--- src/core/ipr_pkg.sv ---
// Shared constants, register map and carrier types of the interrupt priority register slice.
// Assumes a 32-bit classic Wishbone slave port and one 10 MHz system clock.
package ipr_pkg;

	// Sizes of the slice.
	localparam int IPR_NREG   = 7;
	localparam int IPR_NSRC   = 16;
	localparam int IPR_ADR_W  = 8;
	localparam int IPR_DAT_W  = 32;
	localparam int IPR_REG_W  = 16;
	localparam int IPR_PRIO_W = 3;

	// Register word indices; the byte address is four times the index.
	localparam logic [2:0] IPR_IDX_TIMER4_OUTCMP34      = 3'h0;
	localparam logic [2:0] IPR_IDX_UART2_EXTINT2_TIMER5 = 3'h1;
	localparam logic [2:0] IPR_IDX_SPI2                 = 3'h2;
	localparam logic [2:0] IPR_IDX_INCAP345             = 3'h3;
	localparam logic [2:0] IPR_IDX_OUTCMP5              = 3'h4;
	localparam logic [2:0] IPR_IDX_PARALLEL_PORT        = 3'h5;
	localparam logic [2:0] IPR_IDX_I2C2                 = 3'h6;

	// Field positions inside a 16-bit priority register.
	localparam int IPR_POS_F3 = 12;
	localparam int IPR_POS_F2 = 8;
	localparam int IPR_POS_F1 = 4;
	localparam int IPR_POS_F0 = 0;

	// Implemented bits of each register; everything else is unused.
	localparam logic [15:0] IPR_MASK_TIMER4_OUTCMP34      = 16'h7770;
	localparam logic [15:0] IPR_MASK_UART2_EXTINT2_TIMER5 = 16'h7777;
	localparam logic [15:0] IPR_MASK_SPI2                 = 16'h0077;
	localparam logic [15:0] IPR_MASK_INCAP345             = 16'h7770;
	localparam logic [15:0] IPR_MASK_OUTCMP5              = 16'h0070;
	localparam logic [15:0] IPR_MASK_PARALLEL_PORT        = 16'h0070;
	localparam logic [15:0] IPR_MASK_I2C2                 = 16'h0770;

	// Every field wakes up at level four: upper bit set, lower two clear.
	localparam logic [15:0] IPR_RST_FIELDS = 16'h4444;

	// Priority codes.
	localparam logic [2:0] IPR_PRIO_OFF = 3'h0;
	localparam logic [2:0] IPR_PRIO_MIN = 3'h1;
	localparam logic [2:0] IPR_PRIO_MAX = 3'h7;

	// Bit of each source in the request and pending vectors.
	localparam int IPR_SRC_TIMER4        = 0;
	localparam int IPR_SRC_OUTCMP4       = 1;
	localparam int IPR_SRC_OUTCMP3       = 2;
	localparam int IPR_SRC_UART2_TX      = 3;
	localparam int IPR_SRC_UART2_RX      = 4;
	localparam int IPR_SRC_EXTINT2       = 5;
	localparam int IPR_SRC_TIMER5        = 6;
	localparam int IPR_SRC_SPI2_EVENT    = 7;
	localparam int IPR_SRC_SPI2_FAULT    = 8;
	localparam int IPR_SRC_INCAP5        = 9;
	localparam int IPR_SRC_INCAP4        = 10;
	localparam int IPR_SRC_INCAP3        = 11;
	localparam int IPR_SRC_OUTCMP5       = 12;
	localparam int IPR_SRC_PARALLEL_PORT = 13;
	localparam int IPR_SRC_I2C2_MASTER   = 14;
	localparam int IPR_SRC_I2C2_SLAVE    = 15;

	// Priorities handed to arbitration; the last field sits at bits 2:0, matching source 0.
	typedef struct packed {
		logic [2:0] i2c2_slave_prio;
		logic [2:0] i2c2_master_prio;
		logic [2:0] parallel_port_prio;
		logic [2:0] outcmp5_prio;
		logic [2:0] incap3_prio;
		logic [2:0] incap4_prio;
		logic [2:0] incap5_prio;
		logic [2:0] spi2_fault_prio;
		logic [2:0] spi2_event_prio;
		logic [2:0] timer5_prio;
		logic [2:0] extint2_prio;
		logic [2:0] uart2_rx_prio;
		logic [2:0] uart2_tx_prio;
		logic [2:0] outcmp3_prio;
		logic [2:0] outcmp4_prio;
		logic [2:0] timer4_prio;
	} ipr_prio_t;

	// Classic Wishbone request from the master.
	typedef struct packed {
		logic                 cyc;
		logic                 stb;
		logic                 we;
		logic [IPR_ADR_W-1:0] adr;
		logic [3:0]           sel;
		logic [IPR_DAT_W-1:0] dat;
	} ipr_wb_req_t;

	// Classic Wishbone answer from this slave.
	typedef struct packed {
		logic                 ack;
		logic [IPR_DAT_W-1:0] dat;
	} ipr_wb_rsp_t;

	// Implemented-bit mask of a register index; unknown indices have none.
	function automatic logic [15:0] ipr_impl_mask(input logic [2:0] idx);
		unique case (idx)
			IPR_IDX_TIMER4_OUTCMP34:      ipr_impl_mask = IPR_MASK_TIMER4_OUTCMP34;
			IPR_IDX_UART2_EXTINT2_TIMER5: ipr_impl_mask = IPR_MASK_UART2_EXTINT2_TIMER5;
			IPR_IDX_SPI2:                 ipr_impl_mask = IPR_MASK_SPI2;
			IPR_IDX_INCAP345:             ipr_impl_mask = IPR_MASK_INCAP345;
			IPR_IDX_OUTCMP5:              ipr_impl_mask = IPR_MASK_OUTCMP5;
			IPR_IDX_PARALLEL_PORT:        ipr_impl_mask = IPR_MASK_PARALLEL_PORT;
			IPR_IDX_I2C2:                 ipr_impl_mask = IPR_MASK_I2C2;
			default:                      ipr_impl_mask = 16'h0000;
		endcase
	endfunction

endpackage

--- src/core/ipr_pend_gate.sv ---
// Pending gate: masks raw source requests with their priority fields and finds the top level.
// Assumes requests come from logic on the same clock, so no synchroniser is needed.
`timescale 1ns/1ns
module ipr_pend_gate
	import ipr_pkg::*;
(
	input  wire logic                clk,
	input  wire logic                nrst,
	input  wire ipr_prio_t           prio,
	input  wire logic [IPR_NSRC-1:0] src_req,
	output logic      [IPR_NSRC-1:0] src_pend,
	output logic      [2:0]          pend_level
);

	logic [IPR_NSRC-1:0] pend_r;
	logic [IPR_NSRC-1:0] pend_nxt;
	logic [2:0]          level_r;
	logic [2:0]          level_nxt;
	logic [IPR_NSRC*IPR_PRIO_W-1:0] flat;

	// The packed struct puts source i at bits 3i+2:3i.
	assign flat = prio;

	// A zero field hides its source entirely; the code is the level itself, 1 lowest, 7 highest.
	always_comb begin
		pend_nxt  = '0;
		level_nxt = IPR_PRIO_OFF;
		for (int i = 0; i < IPR_NSRC; i++) begin
			if (src_req[i] && (flat[i*IPR_PRIO_W +: IPR_PRIO_W] != IPR_PRIO_OFF)) begin
				pend_nxt[i] = 1'b1;
				if (flat[i*IPR_PRIO_W +: IPR_PRIO_W] > level_nxt) begin
					level_nxt = flat[i*IPR_PRIO_W +: IPR_PRIO_W];
				end
			end
		end
	end

	// Registered so the outputs leave on flip-flops; this costs one cycle of latency.
	always_ff @(posedge clk) begin
		if (!nrst) begin
			pend_r  <= '0;
			level_r <= IPR_PRIO_OFF;
		end else begin
			pend_r  <= pend_nxt;
			level_r <= level_nxt;
		end
	end

	assign src_pend   = pend_r;
	assign pend_level = level_r;

endmodule

--- src/core/ipr_regs.sv ---
// Interrupt priority registers six to twelve with a classic Wishbone slave port.
// Assumes a single 10 MHz clock, synchronous active-low reset and same-clock source requests.
//
// What this block does
// A three-bit field holding 111 gives its source level 7, the highest user level.
// A field holding 001 gives level 1, the lowest enabled level, with codes between linear.
// A field holding 000 disables its source so it is never shown as pending.
// Unused register bits ignore writes and always read back as zero.
// At reset every implemented field loads 100, level four, and all field bits are R/W.
// Register six holds timer 4 at 14-12, compare 4 at 10-8 and compare 3 at 6-4.
// Register seven holds UART2 tx 14-12, UART2 rx 10-8, ext int 2 6-4, timer 5 2-0.
// Register eight holds SPI2 event at 6-4 and SPI2 fault at 2-0, bits 15-7 unused.
// Register nine holds capture 5 at 14-12, capture 4 at 10-8 and capture 3 at 6-4.
// Register ten holds only compare 5 at 6-4, all other bits reading zero.
// Register eleven holds only the parallel port priority at 6-4, all else zero.
// Register twelve holds I2C2 master at 10-8 and I2C2 slave at 6-4, bits 15-11 unused.
// Each field's current value is the priority given to arbitration from the next cycle.
//
// Register access over Wishbone and the address map were decided locally.
`timescale 1ns/1ns
module ipr_regs
	import ipr_pkg::*;
(
	input  wire logic                CLK,
	input  wire logic                NRST,
	input  wire ipr_wb_req_t         WB_REQ,
	output ipr_wb_rsp_t              WB_RSP,
	input  wire logic [IPR_NSRC-1:0] SRC_REQ,
	output ipr_prio_t                PRIO,
	output logic      [IPR_NSRC-1:0] SRC_PEND,
	output logic      [2:0]          PEND_LEVEL
);

	// Register storage, one 16-bit word per index.
	logic [IPR_REG_W-1:0] regs_r   [IPR_NREG];
	logic [IPR_REG_W-1:0] regs_nxt [IPR_NREG];

	// Bus answer state.
	logic                 ack_r;
	logic                 ack_nxt;
	logic [IPR_DAT_W-1:0] rdat_r;
	logic [IPR_DAT_W-1:0] rdat_nxt;

	// Decoded request.
	logic                 req_live;
	logic                 req_start;
	logic                 req_commit;
	logic [3:0]           dec;
	logic                 hit;
	logic [2:0]           idx;
	logic [IPR_REG_W-1:0] lane_mask;

	// Split a byte address into a hit flag and a word index.
	// Anything above the seventh word, or with high address bits set, misses.
	function automatic logic [3:0] ipr_decode(input logic [IPR_ADR_W-1:0] adr);
		logic [2:0] w;
		w = adr[4:2];
		if ((adr[IPR_ADR_W-1:5] == 3'h0) && (w <= IPR_IDX_I2C2)) begin
			ipr_decode = {1'b1, w};
		end else begin
			ipr_decode = 4'h0;
		end
	endfunction

	// Replace only the bits that are both writable and enabled by the byte lanes.
	function automatic logic [15:0] ipr_merge(
		input logic [15:0] old,
		input logic [15:0] wdat,
		input logic [15:0] wmask
	);
		ipr_merge = (old & ~wmask) | (wdat & wmask);
	endfunction

	// Pick one three-bit field out of a register.
	function automatic logic [2:0] ipr_field(input logic [15:0] r, input int pos);
		ipr_field = r[pos +: IPR_PRIO_W];
	endfunction

	// Request qualification. The first cycle of a request produces the answer,
	// and the edge at which the master sees ack high is the one that commits a write.
	assign req_live   = WB_REQ.cyc && WB_REQ.stb;
	assign req_start  = req_live && !ack_r;
	assign req_commit = req_live && ack_r;
	assign dec        = ipr_decode(WB_REQ.adr);
	assign hit        = dec[3];
	assign idx        = dec[2:0];

	// Only the two low byte lanes carry register data; the upper lanes are ignored.
	assign lane_mask = {{8{WB_REQ.sel[1]}}, {8{WB_REQ.sel[0]}}};

	// Next register values. A write touches only implemented bits of the addressed word,
	// so the unused positions can never pick up a one.
	always_comb begin
		for (int i = 0; i < IPR_NREG; i++) begin
			regs_nxt[i] = regs_r[i];
		end
		if (req_commit && WB_REQ.we && hit) begin
			regs_nxt[idx] = ipr_merge(regs_r[idx], WB_REQ.dat[IPR_REG_W-1:0],
				ipr_impl_mask(idx) & lane_mask);
		end
	end

	// Register storage. Reset leaves every implemented field at level four.
	always_ff @(posedge CLK) begin
		if (!NRST) begin
			for (int i = 0; i < IPR_NREG; i++) begin
				regs_r[i] <= ipr_impl_mask(i[2:0]) & IPR_RST_FIELDS;
			end
		end else begin
			for (int i = 0; i < IPR_NREG; i++) begin
				regs_r[i] <= regs_nxt[i];
			end
		end
	end

	// Next answer. Ack rises one edge after the request and falls on the edge after,
	// so a master that drops stb after ack sees exactly one ack per request.
	// Unmapped addresses are still acknowledged, reading zero and dropping writes,
	// so a stray access cannot hang the bus.
	always_comb begin
		ack_nxt  = req_start;
		rdat_nxt = '0;
		if (req_start && hit && !WB_REQ.we) begin
			rdat_nxt = {16'h0000, regs_r[idx] & ipr_impl_mask(idx)};
		end
	end

	// Answer registers.
	always_ff @(posedge CLK) begin
		if (!NRST) begin
			ack_r  <= 1'b0;
			rdat_r <= '0;
		end else begin
			ack_r  <= ack_nxt;
			rdat_r <= rdat_nxt;
		end
	end

	assign WB_RSP.ack = ack_r;
	assign WB_RSP.dat = rdat_r;

	// Register six: timer 4, output compare 4 and 3.
	assign PRIO.timer4_prio  = ipr_field(regs_r[IPR_IDX_TIMER4_OUTCMP34], IPR_POS_F3);
	assign PRIO.outcmp4_prio = ipr_field(regs_r[IPR_IDX_TIMER4_OUTCMP34], IPR_POS_F2);
	assign PRIO.outcmp3_prio = ipr_field(regs_r[IPR_IDX_TIMER4_OUTCMP34], IPR_POS_F1);

	// Register seven: UART2 transmit and receive, external interrupt 2, timer 5.
	assign PRIO.uart2_tx_prio =
		ipr_field(regs_r[IPR_IDX_UART2_EXTINT2_TIMER5], IPR_POS_F3);
	assign PRIO.uart2_rx_prio =
		ipr_field(regs_r[IPR_IDX_UART2_EXTINT2_TIMER5], IPR_POS_F2);
	assign PRIO.extint2_prio =
		ipr_field(regs_r[IPR_IDX_UART2_EXTINT2_TIMER5], IPR_POS_F1);
	assign PRIO.timer5_prio =
		ipr_field(regs_r[IPR_IDX_UART2_EXTINT2_TIMER5], IPR_POS_F0);

	// Register eight: SPI2 event and fault.
	assign PRIO.spi2_event_prio = ipr_field(regs_r[IPR_IDX_SPI2], IPR_POS_F1);
	assign PRIO.spi2_fault_prio = ipr_field(regs_r[IPR_IDX_SPI2], IPR_POS_F0);

	// Register nine: input capture 5, 4 and 3.
	assign PRIO.incap5_prio = ipr_field(regs_r[IPR_IDX_INCAP345], IPR_POS_F3);
	assign PRIO.incap4_prio = ipr_field(regs_r[IPR_IDX_INCAP345], IPR_POS_F2);
	assign PRIO.incap3_prio = ipr_field(regs_r[IPR_IDX_INCAP345], IPR_POS_F1);

	// Registers ten and eleven carry one field each.
	assign PRIO.outcmp5_prio = ipr_field(regs_r[IPR_IDX_OUTCMP5], IPR_POS_F1);
	assign PRIO.parallel_port_prio =
		ipr_field(regs_r[IPR_IDX_PARALLEL_PORT], IPR_POS_F1);

	// Register twelve: I2C2 master and slave events.
	assign PRIO.i2c2_master_prio = ipr_field(regs_r[IPR_IDX_I2C2], IPR_POS_F2);
	assign PRIO.i2c2_slave_prio  = ipr_field(regs_r[IPR_IDX_I2C2], IPR_POS_F1);

	// The gate reads the live fields, so a committed write steers the very next
	// decision; the one-cycle gate register is the only lag.
	ipr_pend_gate u_gate (
		.clk        (CLK),
		.nrst       (NRST),
		.prio       (PRIO),
		.src_req    (SRC_REQ),
		.src_pend   (SRC_PEND),
		.pend_level (PEND_LEVEL)
	);

endmodule

--- config.mk ---
export PLATFORM = sky130hd
export DESIGN_NAME = ipr_regs
export DESIGN_NICKNAME = d
export VERILOG_FILES = /design/src/core/ipr_pkg.sv /design/src/core/ipr_pend_gate.sv /design/src/core/ipr_regs.sv
export SDC_FILE = /design/constraint.sdc
export NUM_CORES = 1
export LEC_CHECK = 0
export BUFFER_PORTS_ARGS = -buffer_cell sky130_fd_sc_hd__buf_2
export CAP_MARGIN = 30
export CORE_MARGIN = 1
export CORE_UTILIZATION = 50
export CTS_BUF_LIST = sky130_fd_sc_hd__clkbuf_16
export DETAILED_ROUTE_END_ITERATION = 16
export PLACE_DENSITY = 0.82
export REMOVE_ABC_BUFFERS = 1
export SLEW_MARGIN = 25
export SYNTH_ARGS = -nofsm -noshare
export SYNTH_HDL_FRONTEND = slang
export SYNTH_SLANG_ARGS = --single-unit
--- constraint.sdc ---
create_clock -name CLK -period 23.2 [get_ports CLK]
set_input_delay 3.48 -clock CLK [delete_from_list [all_inputs] [get_ports CLK]]
set_output_delay 3.48 -clock CLK [all_outputs]
set_load 0.01 [all_outputs]
After elaboration in Yosys (flattened, before gate mapping)

Memories as Yosys holds them, arrays and structs flattened.
Index checks and enable logic that the tools add are counted.

Input port bits: 65
Bits in writable memories: 112
Latch bits: 0
Output and inout port bits: 100
Flip-flop bits (word level): 52
Memory bits (read-only): 0
Memories: 1

Memories:

| memory | depth | bits a word | rd ports | clocked after memory_dff | write ports | line           | source |
|---|---|---|---|---|---|---|---|
| regs_r | 7     | 16          | 8        | 0                        | 7           | ipr_regs.sv:35 | `logic [IPR_REG_W-1:0] regs_r [IPR_NREG];` |

Divide/modulo/power cells: 0
$add $sub $neg: 0
Bitwise gates (word level): 14
Multiply operators: 0
Shifts and indexed selects: 0
Equal/unequal tests: 6
Mux-type cells: 70
Reduce and logical (&&, ||, !) cells: 48
Magnitude comparators: 19

Operators with widths:

| kind                                                      | number |
|---|---|
| two-way mux 16 bit                                        | 10 |
| bitwise mux 112 bit                                       | 1 |
| two-way mux 112 bit                                       | 1 |
| two-way mux 3 bit                                         | 32 |
| two-way mux 15 bit                                        | 5 |
| case mux 15 bit (5 select lines)                          | 1 |
| AND 16 bit                                                | 4 |
| demux 16 bit (select 3 bit)                               | 1 |
| nonzero test 3 bit                                        | 16 |
| > comparator 3 bit                                        | 15 |
| logical AND 1 bit                                         | 25 |
| two-way mux 1 bit                                         | 18 |
| inverter 16 bit                                           | 1 |
| OR 16 bit                                                 | 1 |
| == test 3 bit (second input constant)                     | 3 |
| OR 1 bit                                                  | 7 |
| == test 3 x 2 -> 1 bit (second input constant)            | 2 |
| logical NOT 3 bit                                         | 2 |
| greater-or-equal comparator 4 bit (second input constant) | 1 |
| < comparator 4 x 1 -> 1 bit (second input constant)       | 1 |
| two-way mux 4 bit                                         | 1 |
| inverter 3 -> 4 bit                                       | 1 |
| OR reduction 2 bit                                        | 2 |
| == test 3 x 1 -> 1 bit (second input constant)            | 1 |
| 4 further kinds                                           | 5 |

Logic depth before layout (Yosys ltp)

An unclocked memory read counts as a cell.

Depth after elaboration: 49
Gate-level depth with buffers: 99
Depth with buffers taken out: 98

Modules after synthesis

Synthesis repeated with hierarchy kept, for this count alone.

Cells, all modules: 874
Area total of the unflattened synthesis: 7302.0 um^2

By module, submodules not included:

| module        | area an instance (um^2) | cells each | times used |
|---|---|---|---|
| ipr_regs      | 4601.9                  | 522        | 1 |
| ipr_pend_gate | 2700.1                  | 352        | 1 |

Worst setup path after synthesis

Ideal clock, no wire load.

Path kind: in2reg
Start: input port SRC_REQ[0]
End: register u_gate.level_r[1], in the netlist u_gate.pend_level[1]
Path slack: 2802 ps
Data arrival time: 20276 ps
Data required time: 23078 ps
Library setup time: 122 ps
Cell stages on the path: 90
Cell sequence: and2_1 ha_1 and3_1 a21o_1 o21ai_0 o21ai_0 ha_1 nand3b_1 a21oi_1 a2bb2oi_1 a21oi_1 inv_1 ha_1 nand3b_1 a21o_1 or2_2 o21ai_0 ha_1 [54 not listed] a21oi_1 and2_1 clkbuf_1 mux2i_1 ha_1 nor2b_1 o21ai_0 a21oi_1 and2_1 nor2b_1 a22o_1 a21oi_1 ha_1 nor2b_1 o21a_1 o21ai_0 nor2b_1 a21oi_1

Longest elaborated chain between the ends: 47

RTL lines:

| item                   | line                | source |
|---|---|---|
| start: declaration     | ipr_regs.sv:28      | `input wire logic [IPR_NSRC-1:0] SRC_REQ,` |
| logical AND 1 bit (*)  | ipr_pend_gate.sv:29 | `if (src_req[i] && (flat[i*IPR_PRIO_W +: IPR_PRIO_W] != IPR_PRIO_OFF)) begin` |
| two-way mux 3 bit (*)  | ipr_pend_gate.sv:29 |  |
| > comparator 3 bit     | ipr_pend_gate.sv:31 | `if (flat[i*IPR_PRIO_W +: IPR_PRIO_W] > level_nxt) begin` |
| two-way mux 3 bit      | ipr_pend_gate.sv:31 |  |
| two-way mux 3 bit (*)  | ipr_pend_gate.sv:29 |  |
| > comparator 3 bit     | ipr_pend_gate.sv:31 |  |
| two-way mux 3 bit      | ipr_pend_gate.sv:31 |  |
| two-way mux 3 bit (*)  | ipr_pend_gate.sv:29 |  |
| [31 not listed]        | --                  |  |
| two-way mux 3 bit      | ipr_pend_gate.sv:31 |  |
| two-way mux 3 bit (*)  | ipr_pend_gate.sv:29 |  |
| > comparator 3 bit     | ipr_pend_gate.sv:31 |  |
| two-way mux 3 bit      | ipr_pend_gate.sv:31 |  |
| two-way mux 3 bit (*)  | ipr_pend_gate.sv:29 |  |
| > comparator 3 bit     | ipr_pend_gate.sv:31 |  |
| two-way mux 3 bit      | ipr_pend_gate.sv:31 |  |
| two-way mux 3 bit (*)  | ipr_pend_gate.sv:29 |  |
| end signal: assignment | ipr_pend_gate.sv:45 | `level_r <= level_nxt;` |
| end: declaration       | ipr_pend_gate.sv:17 | `logic [2:0] level_r;` |

Mark *: on every way between the ends. The rest lies on a longest branch, timed or not.
A chain may end at the register's enable or synchronous reset.

Worst setup path after layout

Ends and elaborated chain as after synthesis.

==> reports/metrics.cfg <==
[outcome]
status=finished clean

[floorplan]
initial_utilization=0.5147
die_w_um=119.0
rows=42
core_region_area_um2=13300
design.die.area_um2=14160
ioPinCount=165
die_height_um=119.0

[layout]
nets=1014
n_fill_cell=1154
syn2layout_area_growth_pct=14.79
seq_area_um2=2322
multiInputGateArea_um2=3954
postLayoutCoreUtil=0.5908
antenna_cells=0
drive_above_1_share=0.2017

[global_route]
grt_max_degree=64
antenna_found_initial=0
grt_pass1_vias=5729
grt_usage=0.2729
overflow=0
grt_pass1_wl_um=29810

[cts]
hold_buffers=0
cts_tree=done
max-clock-path-buffers=2
clockRootBuffer=clkbuf_16
htreeDepth=4
cts.sinks=116
cts-buffers-inserted=17
clkTransAtPathRegs_ns=0.06
clk_latency_ns=0.42

[synthesis]
syn-cell-area_um2=6843
synth_ff_type=dfxtp_1
synthDistinctLibCells=60
synth.avg_cell_area_um2=8.274
syn_inst=827
yosys-top-cells-area=dfxtp_1 34%, ha_1 8.2%, buf_4 6.5%
synth_top_area_cell=dfxtp_1
ys_seq_area_frac=0.3394
async_reset_ff_frac=0
yosysTopAreaCellShare=0.3394
synth-edff-count=0
ys_seq_elements=116
yosysWarningCount=0

[detailed_routing]
drcViolationCount=0
dr_total_vias=6439
vias_per_cell=5.891
final_antenna_net_count=0
post_drt_wl_per_cell_um=17.44
first_iter_violations=483
routed_wl_um=19060
drtPass1Iterations=5

[sta]
setup_violations=0
fin_crit_ns=21.73
fin_setup_tns_ns=0
slew_violations=0
max_freq_ghz=0.04601
slew_headroom=0.4257
layout_setup_ws_ns=1.465
rsz0062_at_grt=false
timing.final.crit_share=0.9368
hold_viol=0
worstMarginPinSlew_ns=0.8583
skew_ns=0.005832

[worst_setup_path]
worstPathArrival_ns=22.07
reg2reg_depth=92
cp_common_cell=ha_1
cp_max_fo=7
startpoint_type=primary input
cp_data_required_time_ns=23.54
cp_slowest_stage_delay_ns=0.43
crit_path_end_kind=flip-flop
cp_slowest_cell=a311oi_2
crit_type=in2reg

[worst_hold_path]
min_path_cells=2
min_path_type=reg2reg

[power]
p_leak_nw=3.590
power_density_nw_per_um2=101.4
share_seq_of_total_power=0.257
pwr-share-comb=0.420
power_switching_mw=0.2797
internal-power_mw=0.5170
ir_worst_vdd_mv=0.05409
clockPowerShare=0.324
switching_share=0.3511

[placed_design]
port_buffers=120
post-place-ws_ns=0.2700
dp_hpwl_um=13710
gp_congestion=0.9017

[run]
drv_cap=0

## path summary, 6_finish.rpt
| check | from | end | slack, ns |
|---|---|---|---|
| min | regs_r[4][14]$_SDFFE_PN0P_ | regs_r[4][14]$_SDFFE_PN0P_ | 0.45 |
| max reg2reg | regs_r[0][14]$_SDFFE_PN1P_ | u_gate.pend_level[1]$_SDFF_PN0_ | 4.19 |
| min reg2reg | regs_r[4][14]$_SDFFE_PN0P_ | regs_r[4][14]$_SDFFE_PN0P_ | 0.45 |
| max | SRC_REQ[0] | u_gate.pend_level[1]$_SDFF_PN0_ | 1.47 |
## stage by stage
step / power (mW) / instances / area (um2) / hold slack [ns]
final: 0.7968 / 1093 / 7855 / 0.4502
after floorplan: 0.4577 / 761 / 6365 / 0.4160
after global routing: 0.8544 / 1093 / 7855 / 0.4731
after CTS: 0.7813 / 1093 / 7795 / 0.4475
after global placement: 0.5122 / 1061 / 7221 / 0.4294
after detailed placement: 0.5215 / 1061 / 7221 / 0.4348
## power by group through the flow
| stage | combinational (mW) | sequential (mW) | clock [mW] |
|---|---|---|---|
| floorplan | 0.247 | 0.211 | 0 |
| global placement | 0.303 | 0.209 | 0 |
| detailed placement | 0.313 | 0.209 | 0 |
| CTS | 0.317 | 0.205 | 0.259 |
| global route | 0.381 | 0.205 | 0.269 |
| finish | 0.334 | 0.205 | 0.258 |
## synth_stat cells, types with 8 or more instances
cell type,n
a221oi_1,14
mux2_2,8
a211oi_1,21
ha_1,45
mux2i_1,17
a31oi_1,8
and3_1,15
buf_4,59
clkbuf_1,19
nor3_1,14
a21oi_1,51
o31ai_1,17
a21o_1,10
nor2_1,65
inv_1,40
o21ai_0,25
o211ai_1,16
dfxtp_1,116
nand2_1,90
and2_1,47
nand3_1,20
nor2b_1,15
## sequential cells by signal, summed over array words and instances, names as in the netlist
name,flops
rdat_r,12
ack_r,1
u_gate.src_pend,16
u_gate.pend_level,3
regs_r,84
## repair_timing
| action | 4_1_cts | 5_1_grt |
|---|---|---|
| resized for setup | 0 | 16 |
| buffers inserted | 0 | 0 |
| endpoints found under the setup margin | 0 | 3 |
## worst max-delay path, delay by kind of cell
family,cells,cell delay (ns)
AO/OA/AOI/OAI,42,8.59
multiplexers,4,1.16
AND/OR/NAND/NOR,27,4.28
adder cells (fa/ha/maj),15,4.14
buffers and inverters,5,0.37
## cell type report
cell class | count | area share
clock buffers | 17 | 0.05416
clock inverters | 15 | 0.01896
inverters | 41 | 0.01959
multi-input cells | 604 | 0.5033
flip-flops and latches | 116 | 0.2956
well taps | 176 | 0.02803
repair buffers | 124 | 0.08028
## cells by family after synthesis
| logic type | after synthesis | synth area share |
|---|---|---|
| AO/OA/AOI/OAI | 217 | 0.2218 |
| buffers and inverters | 126 | 0.1028 |
| XOR/XNOR | 1 | 0.001280 |
| other | 1 | 0.0005480 |
| adder cells (fa/ha/maj) | 45 | 0.08228 |
| multiplexers | 26 | 0.04132 |
| AND/OR/NAND/NOR | 295 | 0.2106 |
| flip-flops | 116 | 0.3394 |
## layout by cell type (no fill, tap or decap), types with 8 or more instances in the layout
cell / Yosys / final
buf_2: 7 / 120
dfxtp_1: 116 / 116
nand2_1: 90 / 90
nor2_1: 65 / 65
a21oi_1: 51 / 47
and2_1: 47 / 46
ha_1: 45 / 45
inv_1: 40 / 43
o21ai_0: 25 / 22
nand3_1: 20 / 20
conb_1: 1 / 20
a211oi_1: 21 / 18
mux2i_1: 17 / 17
clkbuf_16: 0 / 17
o31ai_1: 17 / 16
o211ai_1: 16 / 16
and3_1: 15 / 15
nor2b_1: 15 / 15
a221oi_1: 14 / 14
nor3_1: 14 / 13
a21o_1: 10 / 10
mux2_2: 8 / 8
## layer usage
metal | vias up | share of wire | track usage
li1 | 3044 | - | -
met1 | 3022 | 0.43 | 0.3572
met2 | 328 | 0.46 | 0.4259
met3 | 45 | 0.082 | 0.05316
met4 | 0 | 0.026 | 0.1392
met5 | - | 0 | 0
(Power assumes the default switching activity.)
